[src/hw/rstx_regs.svh]
// Purpose: Offsets, fields, reset values and timing counts
// Assumes: 20 MHz clock, 32-bit AXI4-Lite register bus
// Notes:   Included by the response transmitter only
`ifndef RSTX_REGS_SVH
`define RSTX_REGS_SVH

// ----------------------------------------
// Register offsets
// ----------------------------------------
`define RSTX_CTRL_OFF    8'h00
`define RSTX_STAT_OFF    8'h04
`define RSTX_RXW_OFF     8'h08
`define RSTX_TXW_OFF     8'h0C

// ----------------------------------------
// Control fields and reset value
// ----------------------------------------
`define RSTX_CTRL_ONLINE 0
`define RSTX_CTRL_MODEM  1
`define RSTX_CTRL_SADDR  2
`define RSTX_ONLINE_RST  1'b1
`define RSTX_MODEM_RST   1'b1
`define RSTX_SADDR_RST   2'h0

// ----------------------------------------
// Response word fields
// ----------------------------------------
`define RSTX_ND_LERR     7
`define RSTX_ND_OVLD     8
`define RSTX_ND_OVFL     9
`define RSTX_ND_SERR     10
`define RSTX_ND_PBERR    11
`define RSTX_STAT_ONES   4'hF
`define RSTX_ADDR_AIDI   3'h6
`define RSTX_ADDR_DI     3'h4
`define RSTX_ADDR_PB     3'h5

// ----------------------------------------
// Timing
// ----------------------------------------
`define RSTX_CLK_NS      50
`define RSTX_PHASE_NS    20000
`define RSTX_PHASE_CYC   (`RSTX_PHASE_NS / `RSTX_CLK_NS)
`define RSTX_SET_NS      400
`define RSTX_SET_CYC     (`RSTX_SET_NS / `RSTX_CLK_NS)
`define RSTX_FRAME_BITS  5'h17

`endif

[src/hw/rstx_pkg.sv]
// Purpose: Types of the scanner response transmitter
// Assumes: Used with rstx_regs.svh
// Notes:   State record is one packed struct
package rstx_pkg;

	typedef enum logic [2:0] {ST_IDLE, ST_PHA, ST_PHB, ST_LOAD,
		ST_WCTS, ST_XMIT, ST_WCONV} rstx_st_type;

	typedef enum logic [1:0] {RS_DI, RS_AI, RS_PB, RS_ND} rstx_resp_type;

	typedef struct packed {
		logic        active;
		logic        start;
		logic        bit_valid;
		logic        bit_val;
		logic        done;
		logic [18:0] word;
	} rstx_rx_type;

	typedef struct packed {
		logic overload;
		logic overflow;
		logic scan_err;
		logic pbuf_err;
	} rstx_mod_type;

	typedef struct packed {
		logic [11:0] di;
		logic [11:0] ai;
		logic [11:0] pb;
	} rstx_data_type;

	typedef struct packed {
		rstx_st_type st;
		logic [8:0]  cnt;
		logic [8:0]  xpb_cnt;
		logic [4:0]  bitcnt;
		logic [22:0] shreg;
		logic [18:0] tx_word;
		logic [17:0] cmp_word;
		logic [2:0]  l2;
		logic        load;
		logic        xmit;
		logic        err;
		logic        cmp;
		logic        cnv;
		logic        sel;
		logic        pcg;
		logic        clo;
		logic        discard;
		logic        aiq;
		logic        lineout;
		logic        online;
		logic        modem;
		logic [1:0]  saddr;
		logic        bvalid;
		logic [1:0]  bresp;
		logic        rvalid;
		logic [1:0]  rresp;
		logic [31:0] rdata;
	} rstx_state_type;

endpackage : rstx_pkg

[src/hw/rstx_top.sv]
// Purpose: Scanner response transmitter and line-error checker
// Assumes: Receive shifting done outside; inputs synchronous
// Notes:   Registers over AXI4-Lite, one aligned word each
//
// Overview of operation
// - Every reception for this scanner address is answered by a transmission, except one starting in the cycle the last reply ends
// - Address six sends digital then analog reply
// - Output-mode addresses return module status word
// - Load flag sets in phase B when idle
// - Clear word, then parallel-load selected source
// - Preset bit count; transmit waits clock, CTS
// - Start, data, address, status, parity, two stops
// - Selected flag holds until last reply sent (analog reply for address six)
// - Converting flag sets on digital reply, address six
// - Line errors give non-data reply, bit 07 set
// - Error flag allows only the non-data reply
// - Repeat bit arms compare; mismatch flags error
// - Phase drives off during compare or error, except the extra phase B with S7
// - Carrier loss while receiving sets error
// - DSR loss while receiving sets error
// - Even received parity sets error at parallelization
// - Start while selected: error, word discarded
// - Space at phase A start sets error
// - DSR loss while transmitting sets error
// - Module errors reported, ORed, arm clear flag
// - Clear flag fires extra phase B with S7
// - Receive parity starts clear, toggles on ones
// - Selected only when scanner address matches
`timescale 1ns/1ps
`include "rstx_regs.svh"

module rstx_top (
	input  wire logic                 clock,
	input  wire logic                 reset,
	input  wire logic                 oscillator_tick,
	input  wire logic                 bit_tick,
	input  wire logic                 line_in,
	input  wire logic                 carrier_on_in,
	input  wire logic                 data_set_ready_in,
	input  wire logic                 clear_to_send_in,
	input  wire logic                 conversion_complete,
	input  wire rstx_pkg::rstx_rx_type   rx,
	input  wire rstx_pkg::rstx_mod_type  mod_stat,
	input  wire rstx_pkg::rstx_data_type mod_data,
	output logic                      line_out_driver,
	output logic                      phase_a_pulse,
	output logic                      phase_b_pulse,
	output logic                      select_s7_drive,
	output logic                      module_error_or,
	output logic [2:0]                module_address_buffer,
	input  wire logic [7:0]           awaddr,
	input  wire logic                 awvalid,
	output logic                      awready,
	input  wire logic [31:0]          wdata,
	input  wire logic [3:0]           wstrb,
	input  wire logic                 wvalid,
	output logic                      wready,
	output logic [1:0]                bresp,
	output logic                      bvalid,
	input  wire logic                 bready,
	input  wire logic [7:0]           araddr,
	input  wire logic                 arvalid,
	output logic                      arready,
	output logic [31:0]               rdata,
	output logic [1:0]                rresp,
	output logic                      rvalid,
	input  wire logic                 rready
);
	import rstx_pkg::*;

	localparam logic [8:0] PH_LAST  = 9'(`RSTX_PHASE_CYC - 1);
	localparam logic [8:0] PH_CYC   = 9'(`RSTX_PHASE_CYC);
	localparam logic [8:0] SET_LAST = 9'(`RSTX_SET_CYC);

	rstx_state_type r;
	rstx_state_type n;
	logic           err_set;
	logic           err_clr;
	logic           drv_en;
	logic           idle_not_rx_tx;
	logic           aw_go;
	logic           ar_go;

	// ----------------------------------------
	// Decode helpers
	// ----------------------------------------
	function automatic rstx_resp_type resp_sel(input logic [2:0] a,
		input logic e, input logic ai);
		if (e)
			return RS_ND;
		else if (ai)
			return RS_AI;
		else if (a == `RSTX_ADDR_DI || a == `RSTX_ADDR_AIDI)
			return RS_DI;
		else if (a == `RSTX_ADDR_PB)
			return RS_PB;
		else
			return RS_ND;
	endfunction : resp_sel

	function automatic logic hit(input logic [7:0] a, input logic [7:0] off);
		return a[7:2] == off[7:2];
	endfunction : hit

	// ----------------------------------------
	// Combinational outputs
	// ----------------------------------------
	assign idle_not_rx_tx  = !rx.active && !r.xmit;
	assign drv_en          = !r.cmp && !r.err;
	assign module_error_or = mod_stat.overload | mod_stat.overflow
		| mod_stat.scan_err | mod_stat.pbuf_err;
	assign line_out_driver = r.lineout;
	assign phase_a_pulse   = (r.st == ST_PHA) && drv_en;
	assign select_s7_drive = r.xpb_cnt != 9'h000;
	assign phase_b_pulse   = ((r.st == ST_PHB) && drv_en) || select_s7_drive;
	assign module_address_buffer = r.l2;
	assign aw_go   = awvalid && wvalid && !r.bvalid;
	assign ar_go   = arvalid && !r.rvalid;
	assign awready = aw_go;
	assign wready  = aw_go;
	assign arready = ar_go;
	assign bvalid  = r.bvalid;
	assign bresp   = r.bresp;
	assign rvalid  = r.rvalid;
	assign rresp   = r.rresp;
	assign rdata   = r.rdata;

	// ----------------------------------------
	// Next state
	// ----------------------------------------
	always_comb begin
		n       = r;
		err_set = 1'b0;
		err_clr = 1'b0;

		// Register bus
		if (r.bvalid && bready)
			n.bvalid = 1'b0;
		if (aw_go) begin
			n.bvalid = 1'b1;
			n.bresp  = 2'h0;
			if (hit(awaddr, `RSTX_CTRL_OFF)) begin
				if (wstrb[0]) begin
					n.online = wdata[`RSTX_CTRL_ONLINE];
					n.modem  = wdata[`RSTX_CTRL_MODEM];
					n.saddr  = wdata[`RSTX_CTRL_SADDR +: 2];
				end
			end else if (!hit(awaddr, `RSTX_STAT_OFF) && !hit(awaddr, `RSTX_RXW_OFF)
				&& !hit(awaddr, `RSTX_TXW_OFF)) begin
				n.bresp = 2'h2;
			end
		end
		if (r.rvalid && rready)
			n.rvalid = 1'b0;
		if (ar_go) begin
			n.rvalid = 1'b1;
			n.rresp  = 2'h0;
			n.rdata  = 32'h0000_0000;
			if (hit(araddr, `RSTX_CTRL_OFF))
				n.rdata[3:0] = {r.saddr, r.modem, r.online};
			else if (hit(araddr, `RSTX_STAT_OFF))
				n.rdata[13:0] = {r.l2, r.st, r.pcg, r.clo, r.xmit, r.load,
					r.sel, r.cnv, r.cmp, r.err};
			else if (hit(araddr, `RSTX_RXW_OFF))
				n.rdata[17:0] = r.cmp_word;
			else if (hit(araddr, `RSTX_TXW_OFF))
				n.rdata[18:0] = r.tx_word;
			else
				n.rresp = 2'h2;
		end

		// Line monitoring
		if (rx.active && !carrier_on_in)
			err_set = 1'b1;
		if (r.online && !data_set_ready_in && rx.active)
			err_set = 1'b1;
		if (r.online && !data_set_ready_in && r.xmit)
			err_set = 1'b1;
		if (rx.start)
			n.pcg = 1'b0;
		else if (rx.bit_valid && rx.bit_val)
			n.pcg = ~r.pcg;
		if (rx.start && r.sel) begin
			err_set   = 1'b1;
			n.discard = 1'b1;
		end
		if (r.xpb_cnt != 9'h000)
			n.xpb_cnt = r.xpb_cnt - 9'h001;

		case (r.st)
			ST_IDLE: begin
				if (rx.done && r.discard) begin
					n.discard = 1'b0;
				end else if (rx.done) begin
					if (r.pcg)
						err_set = 1'b1;
					n.l2 = rx.word[15:13];
					if (r.cmp) begin
						n.cmp = 1'b0;
						if (rx.word[17:0] != r.cmp_word)
							err_set = 1'b1;
					end else if (rx.word[18]) begin
						n.cmp      = 1'b1;
						n.cmp_word = rx.word[17:0];
					end
					if (rx.word[17:16] == r.saddr) begin
						n.sel = 1'b1;
						n.st  = ST_PHA;
						n.cnt = 9'h000;
					end
				end
			end
			ST_PHA: begin
				if (r.cnt == 9'h000 && !line_in && !r.cnv)
					err_set = 1'b1;
				if (r.cnt == PH_LAST) begin
					n.st  = ST_PHB;
					n.cnt = 9'h000;
				end else begin
					n.cnt = r.cnt + 9'h001;
				end
			end
			ST_PHB: begin
				if (oscillator_tick && idle_not_rx_tx && !r.load) begin
					n.load = 1'b1;
					n.pcg  = 1'b0;
				end
				if (r.cnt == PH_LAST) begin
					if (r.load) begin
						n.load = 1'b0;
						n.st   = ST_LOAD;
						n.cnt  = 9'h000;
					end
				end else begin
					n.cnt = r.cnt + 9'h001;
				end
			end
			ST_LOAD: begin
				n.cnt = r.cnt + 9'h001;
				if (r.cnt == 9'h000)
					n.tx_word = 19'h00000;
				if (r.cnt == 9'h001) begin
					n.tx_word[18:15] = `RSTX_STAT_ONES;
					case (resp_sel(r.l2, r.err, r.aiq))
						RS_DI: begin
							n.tx_word[14:0] = {r.l2[1:0], 1'b0, mod_data.di};
							if (r.l2 == `RSTX_ADDR_AIDI)
								n.cnv = 1'b1;
						end
						RS_AI: n.tx_word[14:0] = {r.l2[1:0], 1'b0, mod_data.ai};
						RS_PB: n.tx_word[14:0] = {r.l2[1:0], 1'b0, mod_data.pb};
						default: begin
							n.tx_word[14:13] = r.l2[1:0];
							n.tx_word[`RSTX_ND_LERR]  = r.err;
							n.tx_word[`RSTX_ND_OVLD]  = mod_stat.overload;
							n.tx_word[`RSTX_ND_OVFL]  = mod_stat.overflow;
							n.tx_word[`RSTX_ND_SERR]  = mod_stat.scan_err;
							n.tx_word[`RSTX_ND_PBERR] = mod_stat.pbuf_err;
						end
					endcase
					if (module_error_or)
						n.clo = 1'b1;
				end
				if (r.cnt == SET_LAST) begin
					n.st     = ST_WCTS;
					n.bitcnt = 5'h00;
				end
			end
			ST_WCTS: begin
				if (oscillator_tick && (!r.modem || clear_to_send_in)) begin
					n.xmit  = 1'b1;
					n.st    = ST_XMIT;
					n.shreg = {2'h3, ~^r.tx_word, r.tx_word, 1'b0};
					if (r.clo) begin
						n.clo     = 1'b0;
						n.xpb_cnt = PH_CYC;
					end
				end
			end
			ST_XMIT: begin
				if (bit_tick) begin
					if (r.bitcnt == `RSTX_FRAME_BITS) begin
						n.xmit    = 1'b0;
						n.lineout = 1'b1;
						if (r.discard) begin
							n.discard = 1'b0;
							n.st      = ST_PHB;
							n.cnt     = 9'h000;
						end else if (r.cnv && !r.aiq) begin
							n.st = ST_WCONV;
						end else begin
							n.st  = ST_IDLE;
							n.sel = 1'b0;
							n.cnv = 1'b0;
							n.aiq = 1'b0;
							err_clr = 1'b1;
						end
					end else begin
						n.lineout = r.shreg[0];
						n.shreg   = {1'b1, r.shreg[22:1]};
						n.bitcnt  = r.bitcnt + 5'h01;
					end
				end
			end
			ST_WCONV: begin
				if (conversion_complete) begin
					n.aiq = 1'b1;
					n.st  = ST_PHB;
					n.cnt = 9'h000;
				end
			end
			default: n.st = ST_IDLE;
		endcase

		n.err = err_set | (r.err & ~err_clr);
	end

	// ----------------------------------------
	// State register
	// ----------------------------------------
	always_ff @(posedge clock or posedge reset) begin
		if (reset) begin
			r         <= '0;
			r.lineout <= 1'b1;
			r.online  <= `RSTX_ONLINE_RST;
			r.modem   <= `RSTX_MODEM_RST;
			r.saddr   <= `RSTX_SADDR_RST;
		end else begin
			r <= n;
		end
	end
endmodule : rstx_top

[config.mk]
export PLATFORM = sky130hd
export DESIGN_NAME = rstx_top
export DESIGN_NICKNAME = d
export VERILOG_FILES = /design/src/hw/rstx_pkg.sv /design/src/hw/rstx_top.sv
export VERILOG_INCLUDE_DIRS = /design/src /design/src/hw
export SDC_FILE = /design/constraint.sdc
export NUM_CORES = 1
export LEC_CHECK = 0
export ABC_AREA = 1
export BUFFER_PORTS_ARGS = -buffer_cell sky130_fd_sc_hd__buf_4
export CAP_MARGIN = 15
export CORE_ASPECT_RATIO = 0.6
export CORE_UTILIZATION = 49
export DETAILED_ROUTE_END_ITERATION = 10
export GPL_ROUTABILITY_DRIVEN = 1
export HOLD_SLACK_MARGIN = 0.12
export PLACE_DENSITY = 0.77
export SLEW_MARGIN = 20
export SYNTH_ARGS = -nofsm -noshare
export SYNTH_HDL_FRONTEND = slang
export SYNTH_SLANG_ARGS = --single-unit
[constraint.sdc]
create_clock -name clock -period 3.35 [get_ports clock]
set_input_delay 0 -clock clock [delete_from_list [all_inputs] [get_ports clock]]
set_output_delay 0 -clock clock [all_outputs]
set_load 0.02 [all_outputs]
Yosys cells after proc, flatten, opt, wreduce, memory -nomap -nowiden:

Cells that the tools add are included.

* register bits: 129
* input bits: 130
* output and inout bits: 49
* word-level logic and storage cells: 269

* bitwise operators: 9
* equality and inequality tests: 43
* reductions and logical operators: 74
* mux-type cells: 112
* $add $sub $neg: 3

Operators by type and width (number)
* $mux W12: 7
* $mux W9: 7
* $mux W19: 3
* $mux W28: 2
* $pmux W9 S6: 1
* $mux W1: 48
* $pmux W23 S2: 1
* $mux W35: 1
* $mux W2: 16
* $ne A2 B2 Y1 const B: 16
* $eq A6 B2 Y1 const B: 4
* $logic_and A1 B1 Y1: 24
* $mux W3: 8
* $mux W23: 1
* $pmux W3 S7: 1
* $pmux W7 S3: 1
* $reduce_xnor A19 Y1: 1
* $eq A3 B3 Y1 const B: 6
* $mux W18: 1
* $ne A18 B18 Y1: 1
* $logic_not A1 Y1: 16
* $reduce_and A4 Y1: 4
* $reduce_and A8 Y1: 2
* $reduce_bool A2 Y1: 8
* 39 further kinds: 61

Logic depth before layout (Yosys ltp):

* word-level depth: 13
* mapped depth: 13
* gate-level depth less buffers: 13

Least setup slack after synthesis:

Ideal clock, no wire load.

* path kind: register to register
* start: register r[121] (netlist bit)
* end: register r[122] (netlist bit)
* library setup time: 0.130 ns
* clock period less this slack: 1.848 ns
* required time: 3.220 ns
* slack: 1.502 ns
* stages on the path, launching flop included: 10
* data arrival time: 1.718 ns
* cells stage by stage: dfrtp_1 inv_1 ha_1 nand2_1 nor2_1 nand3b_1 nor2_1 inv_1 o21ai_0 a21oi_1

RTL lines
* start: declaration: RTL line rstx_top.sv:75 `rstx_state_type r;`
* start signal: assignment: RTL line rstx_top.sv:329 `r <= n;`

Worst setup path in the final report:

* start: register r, in the netlist bvalid
* end: register r[38] (netlist bit)

* word-level cells in the longest chain between the ends: 3

Ends and longest elaborated chain
* $logic_not A1 Y1: RTL line rstx_top.sv:117 `assign aw_go = awvalid && wvalid && !r.bvalid;`
* $logic_and A1 B1 Y1: RTL line rstx_top.sv:117
* $reduce_and A3 Y1 (no line)

Every way passes these cells.
A chain may end at the register's enable or synchronous reset.

==> impl_metrics.env <==
export IMPL_status="completed"
export IMPL_worstSkewPairLatency_ps=420
export IMPL_crit_slowest_cell="dlygate4sd3_1"
export IMPL_fin_skew_ps=7.40
export IMPL_synthTopCellsByArea="dfrtp_1 (42%), nand2_1 (13%), inv_1 (6.1%), o21ai_0 (4.7%), nor2_1 (4.5%)"
export IMPL_worstSetupEndpointType="flop"
export IMPL_dp_hpwl_mm=14.2
export IMPL_synth_edff_count=0
export IMPL_yosys_warnings=0
export IMPL_synth_ff_type="dfrtp_1"
export IMPL_grt_max_degree=71
export IMPL_layout_min_cycle_time_ps=3100
export IMPL_postCtsSetupRepairBufs=0
export IMPL_wl_per_cell_um=15.0
export IMPL_required_ps=3660
export IMPL_hold_slack_ps=143
export IMPL_tightest_slew_ps=824
export IMPL_p_leak_uw=0.00472
export IMPL_cp_arrival_ps=3400
export IMPL_cts_root_buf="clkbuf_16"
export IMPL_first_global_vias=6450
export IMPL_path_cells="inv_1, nand3_1, nor4_1, dlygate4sd3_1, nand3_1, nor2_1, dlygate4sd3_1, a21oi_1, dlygate4sd3_1"
export IMPL_postCtsHoldBufs=80
export IMPL_die_w_um=159
export IMPL_max_freq_mhz=323
export IMPL_setup_ws_ps=251
export IMPL_slew_viol_final=0
export IMPL_critPathLaunchType="flop"
export IMPL_ys_ff_latch=124
export IMPL_gp_congestion=0.964
export IMPL_dieArea_um2=15300
export IMPL_top_level_ports=179
export IMPL_synth_area_um2=7250
export IMPL_period_share_pct=92.5
export IMPL_drc=0
export IMPL_synth_top_family_by_area="simple AND/OR/NAND/NOR gates"
export IMPL_fin_nets=1278
export IMPL_r2r_start="bvalid"
export IMPL_syn_avg_cell_area_um2=7.58
export IMPL_synth_compound_gate_area_share_pct=14.8
export IMPL_synth_xor_area_share_pct=3.02
export IMPL_synth_simple_area_share_pct=25.9
export IMPL_synth_cell_types=53
export IMPL_vias=7078
export IMPL_core_um2=14500
export IMPL_clk_pin_slew_ps=60
export IMPL_startpoint="bvalid"
export IMPL_regToRegSetupSlack_ps=250
export IMPL_crit_buf_inv=4
export IMPL_grt_first_pass_wirelength_mm=32.2
export IMPL_hold_viol_final=0
export IMPL_crit_type="flop to flop"
export IMPL_start_util_pct=50.1
export IMPL_ant_nets=0
export IMPL_htree_levels=4
export IMPL_cts_tree="built"
export IMPL_cts_sinks=124
export IMPL_first_pass_iters=5
export IMPL_ir_worst_vdd_uv=385
export IMPL_setup_tns_final_ps=0
export IMPL_numCtsBuffers=17
export IMPL_finalSetupViolations=0
export IMPL_grt_overflow_total=0
export IMPL_slew_headroom_pct=44.5
export IMPL_yosysTopAreaCell="dfrtp_1"
export IMPL_yosysSeqAreaShare_pct=42.8
export IMPL_cpMostUsedCell="dlygate4sd3_1"
export IMPL_drt_total_wl_mm=20.3
export IMPL_vias_per_cell=5.23
export IMPL_drive_gt1_share_pct=16.5
export IMPL_hold_start="conversion_complete"
export IMPL_powerDensity_nw_per_um2=702
export IMPL_syn_instance_count=957
export IMPL_antenna_found_initial=0
export IMPL_clock_path_buffers=2
export IMPL_p_total_uw=6710
export IMPL_area_growth_pct=31.9
export IMPL_rsz0062_at_grt="no"
export IMPL_cap_violations=0
export IMPL_place_inst=1242
export IMPL_drt_iter0_markers=724
export IMPL_slowest_delay_ps=630
export IMPL_antenna_diode_count=0
export IMPL_numPortBuffers=128
export IMPL_cp_top_family="buffers and inverters"
export IMPL_synthAdderAreaFrac_pct=0.863
export IMPL_rows=34
export IMPL_ctsResizeCount=0
export IMPL_num_fill_cells=1183
export IMPL_hp_class="primary input to flop"
export IMPL_synth_area_mux_share_pct=0.311
export IMPL_critPathMaxFanout=8
export IMPL_place_ws_ps=1080
export IMPL_grt_total_usage_pct=27.3
export IMPL_final_cells=1354
export IMPL_die_h_um=96.2
export IMPL_async_reset_ff_share_pct=100
export IMPL_netlist_area_leader_share_pct=41.8
## stage by stage
step,cell area (um2),utilization (%)
6_report,9560,66.1
5_1_grt,9560,66.1
4_1_cts,9560,66.1
3_5_place_dp,8150,56.4
3_3_place_gp,8150,56.4
2_1_floorplan,7300,-
## power by group
group / internal, uW / total (uW) / switching, uW
Combinational: 896 / 2370 / 1470
Clock: 1240 / 1920 / 682
Sequential: 2010 / 2430 / 416
## worst paths after layout
check	depth (start not counted)	to
max	9	r[38]
min in group asynchronous	3	r[80]
min	6	r[43]
max in group asynchronous	4	r[41]
max reg2reg	9	r[38]
min reg2reg	1	r[115]
## cells by family after synthesis
group           count (synthesis)
buf+inv                       185
xor+xnor                       25
flops                         124
other cells                     1
compound gates                183
simple gates                  432
fa+ha+maj                       5
mux                             2
## registers in the layout (all words and copies together) (netlist names)
register / count
bresp: 1
rvalid: 1
module_address_buffer: 3
r: 97
line_out_driver: 1
bvalid: 1
rdata: 19
rresp: 1
## worst reg2reg max path, cell delays in order (launching register included)
cell and delay (ps):
dfrtp_1 380, inv_1 70, nand3_1 90, nor4_1 280
dlygate4sd3_1 630, nand3_1 220, nor2_1 150, dlygate4sd3_1 560
a21oi_1 40, dlygate4sd3_1 560
## layout by cell type (no fill, tap or decap), drive strengths merged, types with 4 or more instances in the layout
cell,n
a211oi,5
o21a,4
o211ai,24
nor3,17
nor2,92
nand2,248
a31oi,4
conb,15
buf,131
a21oi,32
o22ai,15
o21ai,86
xnor2,7
inv,124
xor2,18
o21bai,4
dlygate4sd3,80
bufinv,4
clkinv,10
dfrtp,121
ha,5
nand3,56
nand4,10
clkbuf,19
## routing by layer
layer / wire (um) / track usage, % / share of wire [%]
met1: 9160 / 38.9 / 45
met2: 8740 / 41.4 / 43
met3: 2120 / 7.15 / 10
met4: 248 / 6.41 / 1.2
met5: 0 / 0 / 0
## layout make-up
| type | instances | area (um2) | share of cell area, % |
|---|---|---|---|
| well taps | 198 | 248 | 2.59 |
| inverters | 127 | 492 | 5.14 |
| flip-flops and latches | 124 | 3110 | 32.5 |
| multi-input cells | 662 | 3310 | 34.6 |
| clock inverters | 13 | 174 | 1.82 |
| repair buffers | 211 | 1800 | 18.8 |
| clock buffers | 19 | 433 | 4.53 |
## cell usage after synthesis, drive strengths merged, types with 4 or more instances
cell type  instances
nand4             10
a31oi              4
xnor2              7
nor3              17
a211oi             5
inv              124
clkbuf             8
a21oi             32
o21ai             86
dfrtp            121
o22ai             15
ha                 5
o21a               4
nor2              92
nand3             56
o211ai            24
xor2              18
nand2            248
buf               50
o21bai             4
Note: power is estimated with default switching activity, not from simulation.
